`config.mk`:
```
export PLATFORM = sky130hd
export DESIGN_NAME = mfsf_core
export DESIGN_NICKNAME = d
export VERILOG_FILES = /design/src/mfsf_pkg.sv /design/src/mfsf_ifs.sv /design/src/mfsf_alu.sv /design/src/mfsf_core.sv /design/src/mfsf_mac.sv
export SDC_FILE = /design/constraint.sdc
export NUM_CORES = 2
export LEC_CHECK = 0
export ABC_AREA = 1
export CAP_MARGIN = 5
export CORE_MARGIN = 5
export CORE_UTILIZATION = 50
export CTS_CLUSTER_DIAMETER = 120
export DETAILED_ROUTE_END_ITERATION = 12
export DONT_BUFFER_PORTS = 1
export PLACE_DENSITY = 0.67
export SLEW_MARGIN = 20
export SYNTH_ARGS = -nofsm -noshare
export SYNTH_HDL_FRONTEND = slang
export SYNTH_SLANG_ARGS = --single-unit
```
`constraint.sdc`:
```
create_clock -name i_sys_clk -period 9 [get_ports i_sys_clk]
set_input_delay 1.8 -clock i_sys_clk [delete_from_list [all_inputs] [get_ports i_sys_clk]]
set_output_delay 1.8 -clock i_sys_clk [all_outputs]
set_load 0.05 [all_outputs]
```
`src/mfsf_pkg.sv`:
```
// Purpose: Shared constants and types for the MAC format and status flag datapath
// Assumes: 50 MHz core clock, AXI4-Lite register access with 32-bit data
// Notes:   Status layout and register offsets are shared by core and bench
package mfsf_pkg;

  // ----------------------------------------------------------------
  // Widths
  // ----------------------------------------------------------------
  localparam int ADDR_W = 8;
  localparam int DATA_W = 32;
  localparam int ACC_W = 40;
  localparam int ST_W = 9;

  // ----------------------------------------------------------------
  // Register offsets (byte addresses)
  // ----------------------------------------------------------------
  localparam logic [7:0] ARITH_STATUS_OFFS = 8'h00;
  localparam logic [7:0] CTRL_OFFS = 8'h04;
  localparam logic [7:0] ACC0_LO_OFFS = 8'h08;
  localparam logic [7:0] ACC0_EXT_OFFS = 8'h0c;
  localparam logic [7:0] ACC1_LO_OFFS = 8'h10;
  localparam logic [7:0] ACC1_EXT_OFFS = 8'h14;

  // ----------------------------------------------------------------
  // Status field positions and reset values
  // ----------------------------------------------------------------
  localparam int ST_SIGN = 0;
  localparam int ST_C0 = 1;
  localparam int ST_C1 = 2;
  localparam int ST_V0 = 3;
  localparam int ST_V0S = 4;
  localparam int ST_V1 = 5;
  localparam int ST_V1S = 6;
  localparam int ST_XV = 7;
  localparam int ST_XVS = 8;
  localparam logic [8:0] ST_RST = 9'h000;
  localparam int CTRL_EN_BIT = 0;
  localparam logic [0:0] CTRL_RST = 1'h1;

  // Biased rounding constant added at bit 15
  localparam logic [39:0] RND_ADD = 40'h00_0000_8000;

  localparam logic [1:0] RESP_OKAY = 2'h0;
  localparam logic [1:0] RESP_SLVERR = 2'h2;

  // ----------------------------------------------------------------
  // Operations from the sequencer
  // ----------------------------------------------------------------
  typedef enum logic [3:0] {
    OP_ADD16, OP_SUB16, OP_ADD32, OP_SUB32,
    OP_MUL, OP_MAC, OP_MSC, OP_XFER,
    OP_LSL, OP_LSR, OP_ASR, OP_EXP
  } mfsf_op_t;

endpackage : mfsf_pkg

```
`src/mfsf_ifs.sv`:
```
// Purpose: Carriers between the core and its arithmetic units
// Assumes: Units are purely combinational
// Notes:   Core drives operands, units return result and flags
interface mfsf_alu_if;
  logic [31:0] a;
  logic [31:0] b;
  logic wide;
  logic sub;
  logic [31:0] res;
  logic carry;
  logic ovf;
  logic neg;
  modport core (output a, b, wide, sub, input res, carry, ovf, neg);
  modport unit (input a, b, wide, sub, output res, carry, ovf, neg);
endinterface : mfsf_alu_if

interface mfsf_mac_if;
  logic [15:0] a16;
  logic [15:0] b16;
  logic a_signed;
  logic b_signed;
  logic frac;
  logic sub;
  logic rnd;
  logic [39:0] acc_in;
  logic [39:0] adj;
  logic [39:0] acc_out;
  logic ovf;
  modport core (output a16, b16, a_signed, b_signed, frac, sub, rnd, acc_in,
                input adj, acc_out, ovf);
  modport unit (input a16, b16, a_signed, b_signed, frac, sub, rnd, acc_in,
                output adj, acc_out, ovf);
endinterface : mfsf_mac_if

```
`src/mfsf_alu.sv`:
```
// Purpose: 16/32-bit add/subtract unit with carry, overflow and sign flags
// Assumes: Subtract is a + ~b + 1, so carry means no borrow
// Notes:   Divide step primitive is not handled here
module mfsf_alu (
  mfsf_alu_if.unit u
);
  import mfsf_pkg::*;

  logic [31:0] bb;
  logic [32:0] sum;
  logic msb_a;
  logic msb_b;
  logic msb_r;

  always_comb begin
    bb = u.sub ? ~u.b : u.b;
    if (u.wide) begin // RL1
      sum = {1'b0, u.a} + {1'b0, bb} + {32'h0000_0000, u.sub};
      u.res = sum[31:0];
      u.carry = sum[32]; // RL7
      msb_a = u.a[31];
      msb_b = bb[31];
      msb_r = sum[31];
    end else begin
      sum = {16'h0000, {1'b0, u.a[15:0]} + {1'b0, bb[15:0]} + {16'h0000, u.sub}};
      u.res = {16'h0000, sum[15:0]};
      u.carry = sum[16]; // RL7
      msb_a = u.a[15];
      msb_b = bb[15];
      msb_r = sum[15];
    end
    // Mixed-sign addends cannot overflow: msb_a differs from msb_b
    u.ovf = (msb_a == msb_b) && (msb_r != msb_a); // RL2 RL5 RL6
    u.neg = msb_r; // RL18
  end

endmodule : mfsf_alu

```
`src/mfsf_core.sv`:
```
// Purpose: Status flags, accumulators, shifter and AXI4-Lite registers
// Assumes: Sequencer issues one single-cycle operation per accepted valid
// Notes:   Status bits reflect the latest operation; stickies clear by write
//
// Function
// RL1: ALU operands are 16 or 32-bit strings
// RL2: ALU flags read results as signed
// RL3: Per-unit sticky overflow until status write
// RL4: Transfer overflow flag and sticky copy
// RL5: Overflow uses two's-complement sign rules
// RL6: Mixed-sign addition never overflows
// RL7: Carry out of the top bit
// RL8: Multiplier operand signedness per instruction
// RL9: Product sign-extended to 40 bits
// RL10: Fractional product shifted left one bit
// RL11: Integer product passes unshifted
// RL12: Product bit 31 lands on bit 32
// RL13: Product feeds 40-bit adder/subtracter
// RL14: Multiplier status on accumulate and transfer
// RL15: Logical shifts unsigned, arithmetic shifts signed
// RL16: Exponent detect reads two's-complement input
// RL17: Status reflects the most recent operation
// RL18: Negative flag is result top bit
module mfsf_core (
  input wire logic i_sys_clk,
  input wire logic i_sys_rst,
  input wire logic i_ce,
  input wire logic [7:0] i_s_axi_awaddr,
  input wire logic i_s_axi_awvalid,
  output logic o_s_axi_awready,
  input wire logic [31:0] i_s_axi_wdata,
  input wire logic [3:0] i_s_axi_wstrb,
  input wire logic i_s_axi_wvalid,
  output logic o_s_axi_wready,
  output logic [1:0] o_s_axi_bresp,
  output logic o_s_axi_bvalid,
  input wire logic i_s_axi_bready,
  input wire logic [7:0] i_s_axi_araddr,
  input wire logic i_s_axi_arvalid,
  output logic o_s_axi_arready,
  output logic [31:0] o_s_axi_rdata,
  output logic [1:0] o_s_axi_rresp,
  output logic o_s_axi_rvalid,
  input wire logic i_s_axi_rready,
  input wire logic i_op_valid,
  input wire mfsf_pkg::mfsf_op_t i_op_code,
  input wire logic i_op_unit,
  input wire logic i_op_frac,
  input wire logic i_op_a_signed,
  input wire logic i_op_b_signed,
  input wire logic i_op_rnd,
  input wire logic [31:0] i_op_a,
  input wire logic [31:0] i_op_b,
  output logic o_res_valid,
  output logic [31:0] o_res_lo,
  output logic [31:0] o_res_hi,
  output logic [8:0] o_status
);
  import mfsf_pkg::*;

  // ----------------------------------------------------------------
  // Declarations
  // ----------------------------------------------------------------
  logic [8:0] arith_status_reg;
  logic [8:0] arith_status_next;
  logic [0:0] ctrl_reg;
  logic [39:0] accumulator_zero_reg;
  logic [39:0] accumulator_one_reg;
  logic [39:0] acc_sel;
  logic aw_full_reg;
  logic w_full_reg;
  logic [7:0] awaddr_reg;
  logic [31:0] wdata_reg;
  logic [3:0] wstrb_reg;
  logic [31:0] wmask;
  logic wr_go;
  logic wr_status;
  logic rd_go;
  logic op_go;
  logic is_alu;
  logic is_mac;
  logic xovf0;
  logic xovf1;
  logic [31:0] shift_res;
  logic [31:0] res_lo_next;
  logic [31:0] res_hi_next;

  mfsf_alu_if alu_if ();
  mfsf_mac_if mac_if ();

  mfsf_alu u_alu (.u(alu_if.unit));
  mfsf_mac u_mac (.u(mac_if.unit));

  // ----------------------------------------------------------------
  // Operation decode and unit operands
  // ----------------------------------------------------------------
  // Operations are dropped while software has the datapath disabled
  assign op_go = i_ce && i_op_valid && ctrl_reg[CTRL_EN_BIT];
  assign is_alu = (i_op_code == OP_ADD16) || (i_op_code == OP_SUB16) ||
                  (i_op_code == OP_ADD32) || (i_op_code == OP_SUB32);
  assign is_mac = (i_op_code == OP_MUL) || (i_op_code == OP_MAC) || (i_op_code == OP_MSC);
  assign acc_sel = i_op_unit ? accumulator_one_reg : accumulator_zero_reg;

  assign alu_if.a = i_op_a;
  assign alu_if.b = i_op_b;
  assign alu_if.wide = (i_op_code == OP_ADD32) || (i_op_code == OP_SUB32); // RL1
  assign alu_if.sub = (i_op_code == OP_SUB16) || (i_op_code == OP_SUB32);

  assign mac_if.a16 = i_op_a[15:0];
  assign mac_if.b16 = i_op_b[15:0];
  assign mac_if.a_signed = i_op_a_signed; // RL8
  assign mac_if.b_signed = i_op_b_signed; // RL8
  assign mac_if.frac = i_op_frac;
  assign mac_if.sub = (i_op_code == OP_MSC);
  assign mac_if.rnd = i_op_rnd;
  assign mac_if.acc_in = (i_op_code == OP_MUL) ? 40'h00_0000_0000 : acc_sel; // RL13

  // Transfer overflows when the top nine bits are not a pure sign run
  assign xovf0 = !((&accumulator_zero_reg[39:31]) || !(|accumulator_zero_reg[39:31]));
  assign xovf1 = !((&accumulator_one_reg[39:31]) || !(|accumulator_one_reg[39:31]));

  // ----------------------------------------------------------------
  // Shifter and exponent detection
  // ----------------------------------------------------------------
  function automatic logic [31:0] sign_run(input logic [31:0] v);
    logic [31:0] n;
    logic stop;
    n = 32'h0000_0000;
    stop = 1'b0;
    for (int i = 30; i >= 0; i--) begin
      if (!stop && (v[i] == v[31])) begin
        n = n + 32'h0000_0001;
      end else begin
        stop = 1'b1;
      end
    end
    return n;
  endfunction : sign_run

  always_comb begin
    case (i_op_code)
      OP_LSL: shift_res = i_op_a << i_op_b[4:0]; // RL15
      OP_LSR: shift_res = i_op_a >> i_op_b[4:0]; // RL15
      OP_ASR: shift_res = $unsigned($signed(i_op_a) >>> i_op_b[4:0]); // RL15
      default: shift_res = sign_run(i_op_a); // RL16
    endcase
  end

  always_comb begin
    res_hi_next = 32'h0000_0000;
    if (is_alu) begin
      res_lo_next = alu_if.res;
    end else if (is_mac) begin
      res_lo_next = mac_if.acc_out[31:0];
      res_hi_next = {24'h00_0000, mac_if.acc_out[39:32]};
    end else if (i_op_code == OP_XFER) begin
      res_lo_next = accumulator_zero_reg[31:0];
      res_hi_next = accumulator_one_reg[31:0];
    end else begin
      res_lo_next = shift_res;
    end
  end

  // ----------------------------------------------------------------
  // Arithmetic status
  // ----------------------------------------------------------------
  // A status write lands first, so a same-cycle hardware set wins
  always_comb begin
    arith_status_next = arith_status_reg;
    if (wr_status) begin
      arith_status_next = (arith_status_reg & ~wmask[8:0]) | (wdata_reg[8:0] & wmask[8:0]); // RL3
    end
    if (op_go) begin // RL17
      if (is_alu) begin
        arith_status_next[ST_SIGN] = alu_if.neg; // RL2 RL18
        arith_status_next[i_op_unit ? ST_C1 : ST_C0] = alu_if.carry; // RL7
        arith_status_next[i_op_unit ? ST_V1 : ST_V0] = alu_if.ovf; // RL2
        if (alu_if.ovf) begin
          arith_status_next[i_op_unit ? ST_V1S : ST_V0S] = 1'b1; // RL3
        end
      end else if (is_mac) begin
        arith_status_next[ST_SIGN] = mac_if.acc_out[39]; // RL14 RL18
        arith_status_next[i_op_unit ? ST_V1 : ST_V0] = mac_if.ovf; // RL14
        if (mac_if.ovf) begin
          arith_status_next[i_op_unit ? ST_V1S : ST_V0S] = 1'b1; // RL3
        end
      end else if (i_op_code == OP_XFER) begin
        arith_status_next[ST_SIGN] = accumulator_zero_reg[31]; // RL14
        arith_status_next[ST_XV] = xovf0 || xovf1; // RL4
        if (xovf0 || xovf1) begin
          arith_status_next[ST_XVS] = 1'b1; // RL4
        end
      end else begin
        arith_status_next[ST_SIGN] = shift_res[31]; // RL18
      end
    end
  end

  always_ff @(posedge i_sys_clk or posedge i_sys_rst) begin
    if (i_sys_rst) begin
      arith_status_reg <= ST_RST;
    end else if (i_ce) begin
      arith_status_reg <= arith_status_next;
    end
  end

  // ----------------------------------------------------------------
  // Accumulators and result port
  // ----------------------------------------------------------------
  always_ff @(posedge i_sys_clk or posedge i_sys_rst) begin
    if (i_sys_rst) begin
      accumulator_zero_reg <= 40'h00_0000_0000;
      accumulator_one_reg <= 40'h00_0000_0000;
    end else if (op_go && is_mac) begin
      if (i_op_unit) begin
        accumulator_one_reg <= mac_if.acc_out; // RL13
      end else begin
        accumulator_zero_reg <= mac_if.acc_out; // RL13
      end
    end
  end

  always_ff @(posedge i_sys_clk or posedge i_sys_rst) begin
    if (i_sys_rst) begin
      o_res_valid <= 1'b0;
      o_res_lo <= 32'h0000_0000;
      o_res_hi <= 32'h0000_0000;
    end else if (i_ce) begin
      o_res_valid <= op_go;
      if (op_go) begin
        o_res_lo <= res_lo_next;
        o_res_hi <= res_hi_next;
      end
    end
  end

  assign o_status = arith_status_reg;

  // ----------------------------------------------------------------
  // AXI4-Lite write channel
  // ----------------------------------------------------------------
  genvar gi;
  generate
    for (gi = 0; gi < 4; gi++) begin : g_lane
      assign wmask[8*gi +: 8] = {8{wstrb_reg[gi]}};
    end
  endgenerate

  assign wr_go = i_ce && aw_full_reg && w_full_reg && !o_s_axi_bvalid;
  assign wr_status = wr_go && (awaddr_reg == ARITH_STATUS_OFFS);

  always_ff @(posedge i_sys_clk or posedge i_sys_rst) begin
    if (i_sys_rst) begin
      aw_full_reg <= 1'b0;
      w_full_reg <= 1'b0;
      awaddr_reg <= 8'h00;
      wdata_reg <= 32'h0000_0000;
      wstrb_reg <= 4'h0;
      o_s_axi_awready <= 1'b1;
      o_s_axi_wready <= 1'b1;
      o_s_axi_bvalid <= 1'b0;
      o_s_axi_bresp <= RESP_OKAY;
    end else if (i_ce) begin
      if (i_s_axi_awvalid && o_s_axi_awready) begin
        aw_full_reg <= 1'b1;
        awaddr_reg <= i_s_axi_awaddr;
        o_s_axi_awready <= 1'b0;
      end
      if (i_s_axi_wvalid && o_s_axi_wready) begin
        w_full_reg <= 1'b1;
        wdata_reg <= i_s_axi_wdata;
        wstrb_reg <= i_s_axi_wstrb;
        o_s_axi_wready <= 1'b0;
      end
      if (wr_go) begin
        aw_full_reg <= 1'b0;
        w_full_reg <= 1'b0;
        o_s_axi_bvalid <= 1'b1;
        if ((awaddr_reg == ARITH_STATUS_OFFS) || (awaddr_reg == CTRL_OFFS)) begin
          o_s_axi_bresp <= RESP_OKAY;
        end else begin
          o_s_axi_bresp <= RESP_SLVERR;
        end
      end
      if (o_s_axi_bvalid && i_s_axi_bready) begin
        o_s_axi_bvalid <= 1'b0;
        o_s_axi_awready <= 1'b1;
        o_s_axi_wready <= 1'b1;
      end
    end
  end

  always_ff @(posedge i_sys_clk or posedge i_sys_rst) begin
    if (i_sys_rst) begin
      ctrl_reg <= CTRL_RST;
    end else if (wr_go && (awaddr_reg == CTRL_OFFS) && wstrb_reg[0]) begin
      ctrl_reg <= wdata_reg[CTRL_EN_BIT];
    end
  end

  // ----------------------------------------------------------------
  // AXI4-Lite read channel
  // ----------------------------------------------------------------
  assign rd_go = i_ce && i_s_axi_arvalid && o_s_axi_arready;

  always_ff @(posedge i_sys_clk or posedge i_sys_rst) begin
    if (i_sys_rst) begin
      o_s_axi_arready <= 1'b1;
      o_s_axi_rvalid <= 1'b0;
      o_s_axi_rdata <= 32'h0000_0000;
      o_s_axi_rresp <= RESP_OKAY;
    end else if (i_ce) begin
      if (rd_go) begin
        o_s_axi_arready <= 1'b0;
        o_s_axi_rvalid <= 1'b1;
        o_s_axi_rresp <= RESP_OKAY;
        if (i_s_axi_araddr == ARITH_STATUS_OFFS) begin
          o_s_axi_rdata <= {23'h00_0000, arith_status_reg};
        end else if (i_s_axi_araddr == CTRL_OFFS) begin
          o_s_axi_rdata <= {31'h0000_0000, ctrl_reg};
        end else if (i_s_axi_araddr == ACC0_LO_OFFS) begin
          o_s_axi_rdata <= accumulator_zero_reg[31:0];
        end else if (i_s_axi_araddr == ACC0_EXT_OFFS) begin
          o_s_axi_rdata <= {24'h00_0000, accumulator_zero_reg[39:32]};
        end else if (i_s_axi_araddr == ACC1_LO_OFFS) begin
          o_s_axi_rdata <= accumulator_one_reg[31:0];
        end else if (i_s_axi_araddr == ACC1_EXT_OFFS) begin
          o_s_axi_rdata <= {24'h00_0000, accumulator_one_reg[39:32]};
        end else begin
          o_s_axi_rdata <= 32'h0000_0000;
          o_s_axi_rresp <= RESP_SLVERR;
        end
      end
      if (o_s_axi_rvalid && i_s_axi_rready) begin
        o_s_axi_rvalid <= 1'b0;
        o_s_axi_arready <= 1'b1;
      end
    end
  end
endmodule : mfsf_core

```
`src/mfsf_mac.sv`:
```
// Purpose: 16x16 multiplier with format adjustment and 40-bit adder/subtracter
// Assumes: Operand signedness comes from the instruction
// Notes:   Rounding adds a bias at bit 15 before accumulation
module mfsf_mac (
  mfsf_mac_if.unit u
);
  import mfsf_pkg::*;

  logic signed [16:0] sa;
  logic signed [16:0] sb;
  logic signed [33:0] prod;
  logic [31:0] p;
  logic [39:0] addend;

  always_comb begin
    sa = {u.a_signed & u.a16[15], u.a16}; // RL8
    sb = {u.b_signed & u.b16[15], u.b16}; // RL8
    prod = sa * sb;
    p = prod[31:0];
    if (u.frac) begin
      u.adj = {{7{p[31]}}, p, 1'b0}; // RL9 RL10 RL12
    end else begin
      u.adj = {{8{p[31]}}, p}; // RL9 RL11
    end
    addend = u.rnd ? u.adj + RND_ADD : u.adj;
    if (u.sub) begin
      u.acc_out = u.acc_in - addend; // RL13
      u.ovf = (u.acc_in[39] != addend[39]) && (u.acc_out[39] != u.acc_in[39]); // RL5
    end else begin
      u.acc_out = u.acc_in + addend; // RL13
      u.ovf = (u.acc_in[39] == addend[39]) && (u.acc_out[39] != u.acc_in[39]); // RL5
    end
  end

endmodule : mfsf_mac

```
==> metrics.md <==
| Metric | Value |
|---|---|
| Critical path's slowest cell | o211ai_1 |
| Initial DRC count | 3882 |
| Final Cycle Share | 172% |
| Status | finished, violations left |
| N_diodes | 0 |
| Cell mode on critical path | ha_4 |
| Rel. slew slack | 20.6% |
| Fin Setup TNS | -93200 ps |
| Met1 Use GR | 44.2% |
| Critical path class | in2reg |
| Hold Crit Class | reg2reg |
| Worst clock skew | 16.7 ps |
| IO buf count | 0 |
| Sequential element share of the synthesized area | 16.1% |
| Largest net degree at the start of global routing | 103 |
| Worst r2r src | accumulator_zero_reg[1]$_DFFE_PP0P_ |
| Synth area leaders | fa_1, dfrtp_1, nand2_1 |
| Top cells by count, synth | nand2_1, inv_1, o21ai_0, nor2_1, a21oi_1 |
| RSZ-0062 raised after global routing | true |
| Register Area | 5390 µm² |
| Worst setup EP type | flop |
| Fin. Hold Viols | 0 |
| Nets@finish | 6070 |
| Final setup viols | 64 |
| Clk buf depth | 3 |
| Synth Flop Type | dfrtp_1 |
| Failing checks | setup timing |
| First-pass GRT wire length | 192000 µm |
| Synthesized flop and latch total | 215 |
| Met2 Usage GRT | 54.7% |
| Crit path from | i_op_a[31] |
| Post-place setup slack | -7360 ps |
| WP data required | 9490 ps |
| Rows | 94 |
| Final GP Congestion | 1.02 |
| Total grt overflow | 0 |
| GRT Util Overall | 33.6% |
| Core area | 66000 µm² |
| Antenna violations before repair | 3 |
| Synth unique cells | 69 |
| Clk Latency, worst-skew pair | 560 ps |
| Post-Syn Instances | 4944 |
| Initial Util | 50.6% |
| Cell Area, Synth | 33400 µm² |
| Post-layout min period | 15520 ps |
| Max Fanout on Critical Path | 48 |
| # DRC | 0 |
| Num CTS Buffers | 23 |
| Root Driver | clkbuf_16 |
| WL per Instance | 20.4 µm |
| Area Growth Syn to Fin | 27.8% |
| Number of global-route vias before repair | 34100 |
| Synth top area share | 17.1% |
| Chip Height | 268 µm |
| Syn Area/Cell | 6.76 µm² |
| Fmax | 0.0644 GHz |
| Cell accounting for the most synthesized area | fa_1 |
| Post-synth ARST share | 100% |
| Share of cells above drive strength 1 | 24.8% |
| First-pass DRT Iterations | 8 |
| Multi-input gate area | 26600 µm² |
| Busiest grt layer | met2 |
| Die width | 268 µm |
| CTS tree | built |
| # clock sinks | 215 |
| Worst Tran Pin Value | 1180 ps |
| Post-synth EDFFs | 0 |
| Final cell count without fillers | 6308 |
| Vias | 36000 |
| Die Area | 72100 µm² |
| Critical path arrival | 16010 ps |
| Startpoint Class | input port |
| Reg clk slew, reported paths | 80 ps |
| Met3 usage | 6.49% |
| Detail Placement HPWL | 94300 µm |
| WL final | 129000 µm |
| Hold path startpoint | awaddr_reg[0]$_DFFE_PP0P_ |
| Fillers | 5671 |
| DR vias/cell | 5.71 |
| Antenna-violating nets left | 0 |
| Most common cell in the netlist | nand2_1 |
| PnR worst setup slack | -6520 ps |
| Warnings, synthesis | 0 |
| Io pins | 249 |
| Htree depth | 1 |
| Pins Over Slew Limit | 0 |
| Hold buffer count at cts | 0 |
| Maximum Capacitance Violations | 0 |
| Dpl cells | 6134 |
| Slowest stage delay, CP | 410 ps |
what timing repair did:
| item | 4_1_cts | 5_1_grt |
|---|---|---|
| resized for setup | 278 | 360 |
| endpoints found under the setup margin | 65 | 77 |
| pin swaps | 196 | 221 |
| endpoints found under the hold margin | 0 | 0 |
| setup buffers | 153 | 52 |
placed cells by master, fill, tap and decap left out, drive strengths merged, types with 96 or more instances in the layout:
master	n
inv	947
fa	285
nand3	221
dfrtp	211
a21oi	292
nor2	330
xor2	96
ha	223
nand2	1248
o21ai	422
buf	671
critical path: cells and delay by family:
family / cells / cell delay, ps
fa+ha+maj: 27 / 6830
simple gates: 54 / 5040
compound gates: 11 / 1940
buf+inv: 6 / 380
layer usage:
| metal | vias up | wire length [µm] |
|---|---|---|
| li1 | 16600 | - |
| met1 | 17100 | 49300 |
| met2 | 1880 | 58700 |
| met3 | 432 | 13200 |
| met4 | 4 | 7470 |
| met5 | - | 26 |
through the flow:
step	util [%]	hold slack, ps	instance area [µm²]
5_1_grt	64.7	496	42700
3_5_place_dp	57.9	462	38200
3_3_place_gp	57.9	456	38200
6_report	64.7	472	42700
4_1_cts	62.2	475	41000
2_1_floorplan	-	438	33900
path summary, 6_finish.rpt:
| check | endpoint | slack (ps) | depth (start not counted) |
|---|---|---|---|
| max reg2reg | o_status[0]$_DFFE_PP0P_ | 2780 | 40 |
| min | awaddr_reg[0]$_DFFE_PP0P_ | 470 | 2 |
| min in group asynchronous | o_res_lo[22]$_DFFE_PP0P_ | 1250 | 1 |
| max | o_res_lo[8]$_DFFE_PP0P_ | -6520 | 98 |
| min reg2reg | awaddr_reg[0]$_DFFE_PP0P_ | 470 | 2 |
| max in group asynchronous | accumulator_one_reg[23]$_DFFE_PP0P_ | 5700 | 3 |
kinds of logic (layout without fill, tap and decap cells):
group | after synthesis | in the layout | share of synthesized area (%)
other | 1 | 2 | 0.0112
flip-flops | 215 | 215 | 16.1
AND/OR/NAND/NOR | 1917 | 1917 | 24.4
adder cells (fa/ha/maj) | 508 | 508 | 25.4
multiplexers | 18 | 18 | 0.543
XOR/XNOR | 120 | 120 | 3.17
buffers and inverters | 1166 | 1665 | 13.2
AO/OA/AOI/OAI | 999 | 999 | 17.1
final cells by class:
class	instances	share of cell area, %
Clock inverter	9	0.214
Tap cell	864	2.53
Inverter	953	8.44
Clock buffer	32	1.54
Timing Repair Buffer	671	12.4
Multi-Input combinational cell	3564	62.2
Sequential cell	215	12.6
Power is not shown: default switching activity piles up to over one toggle a cycle in this logic, so the estimate is an artifact.
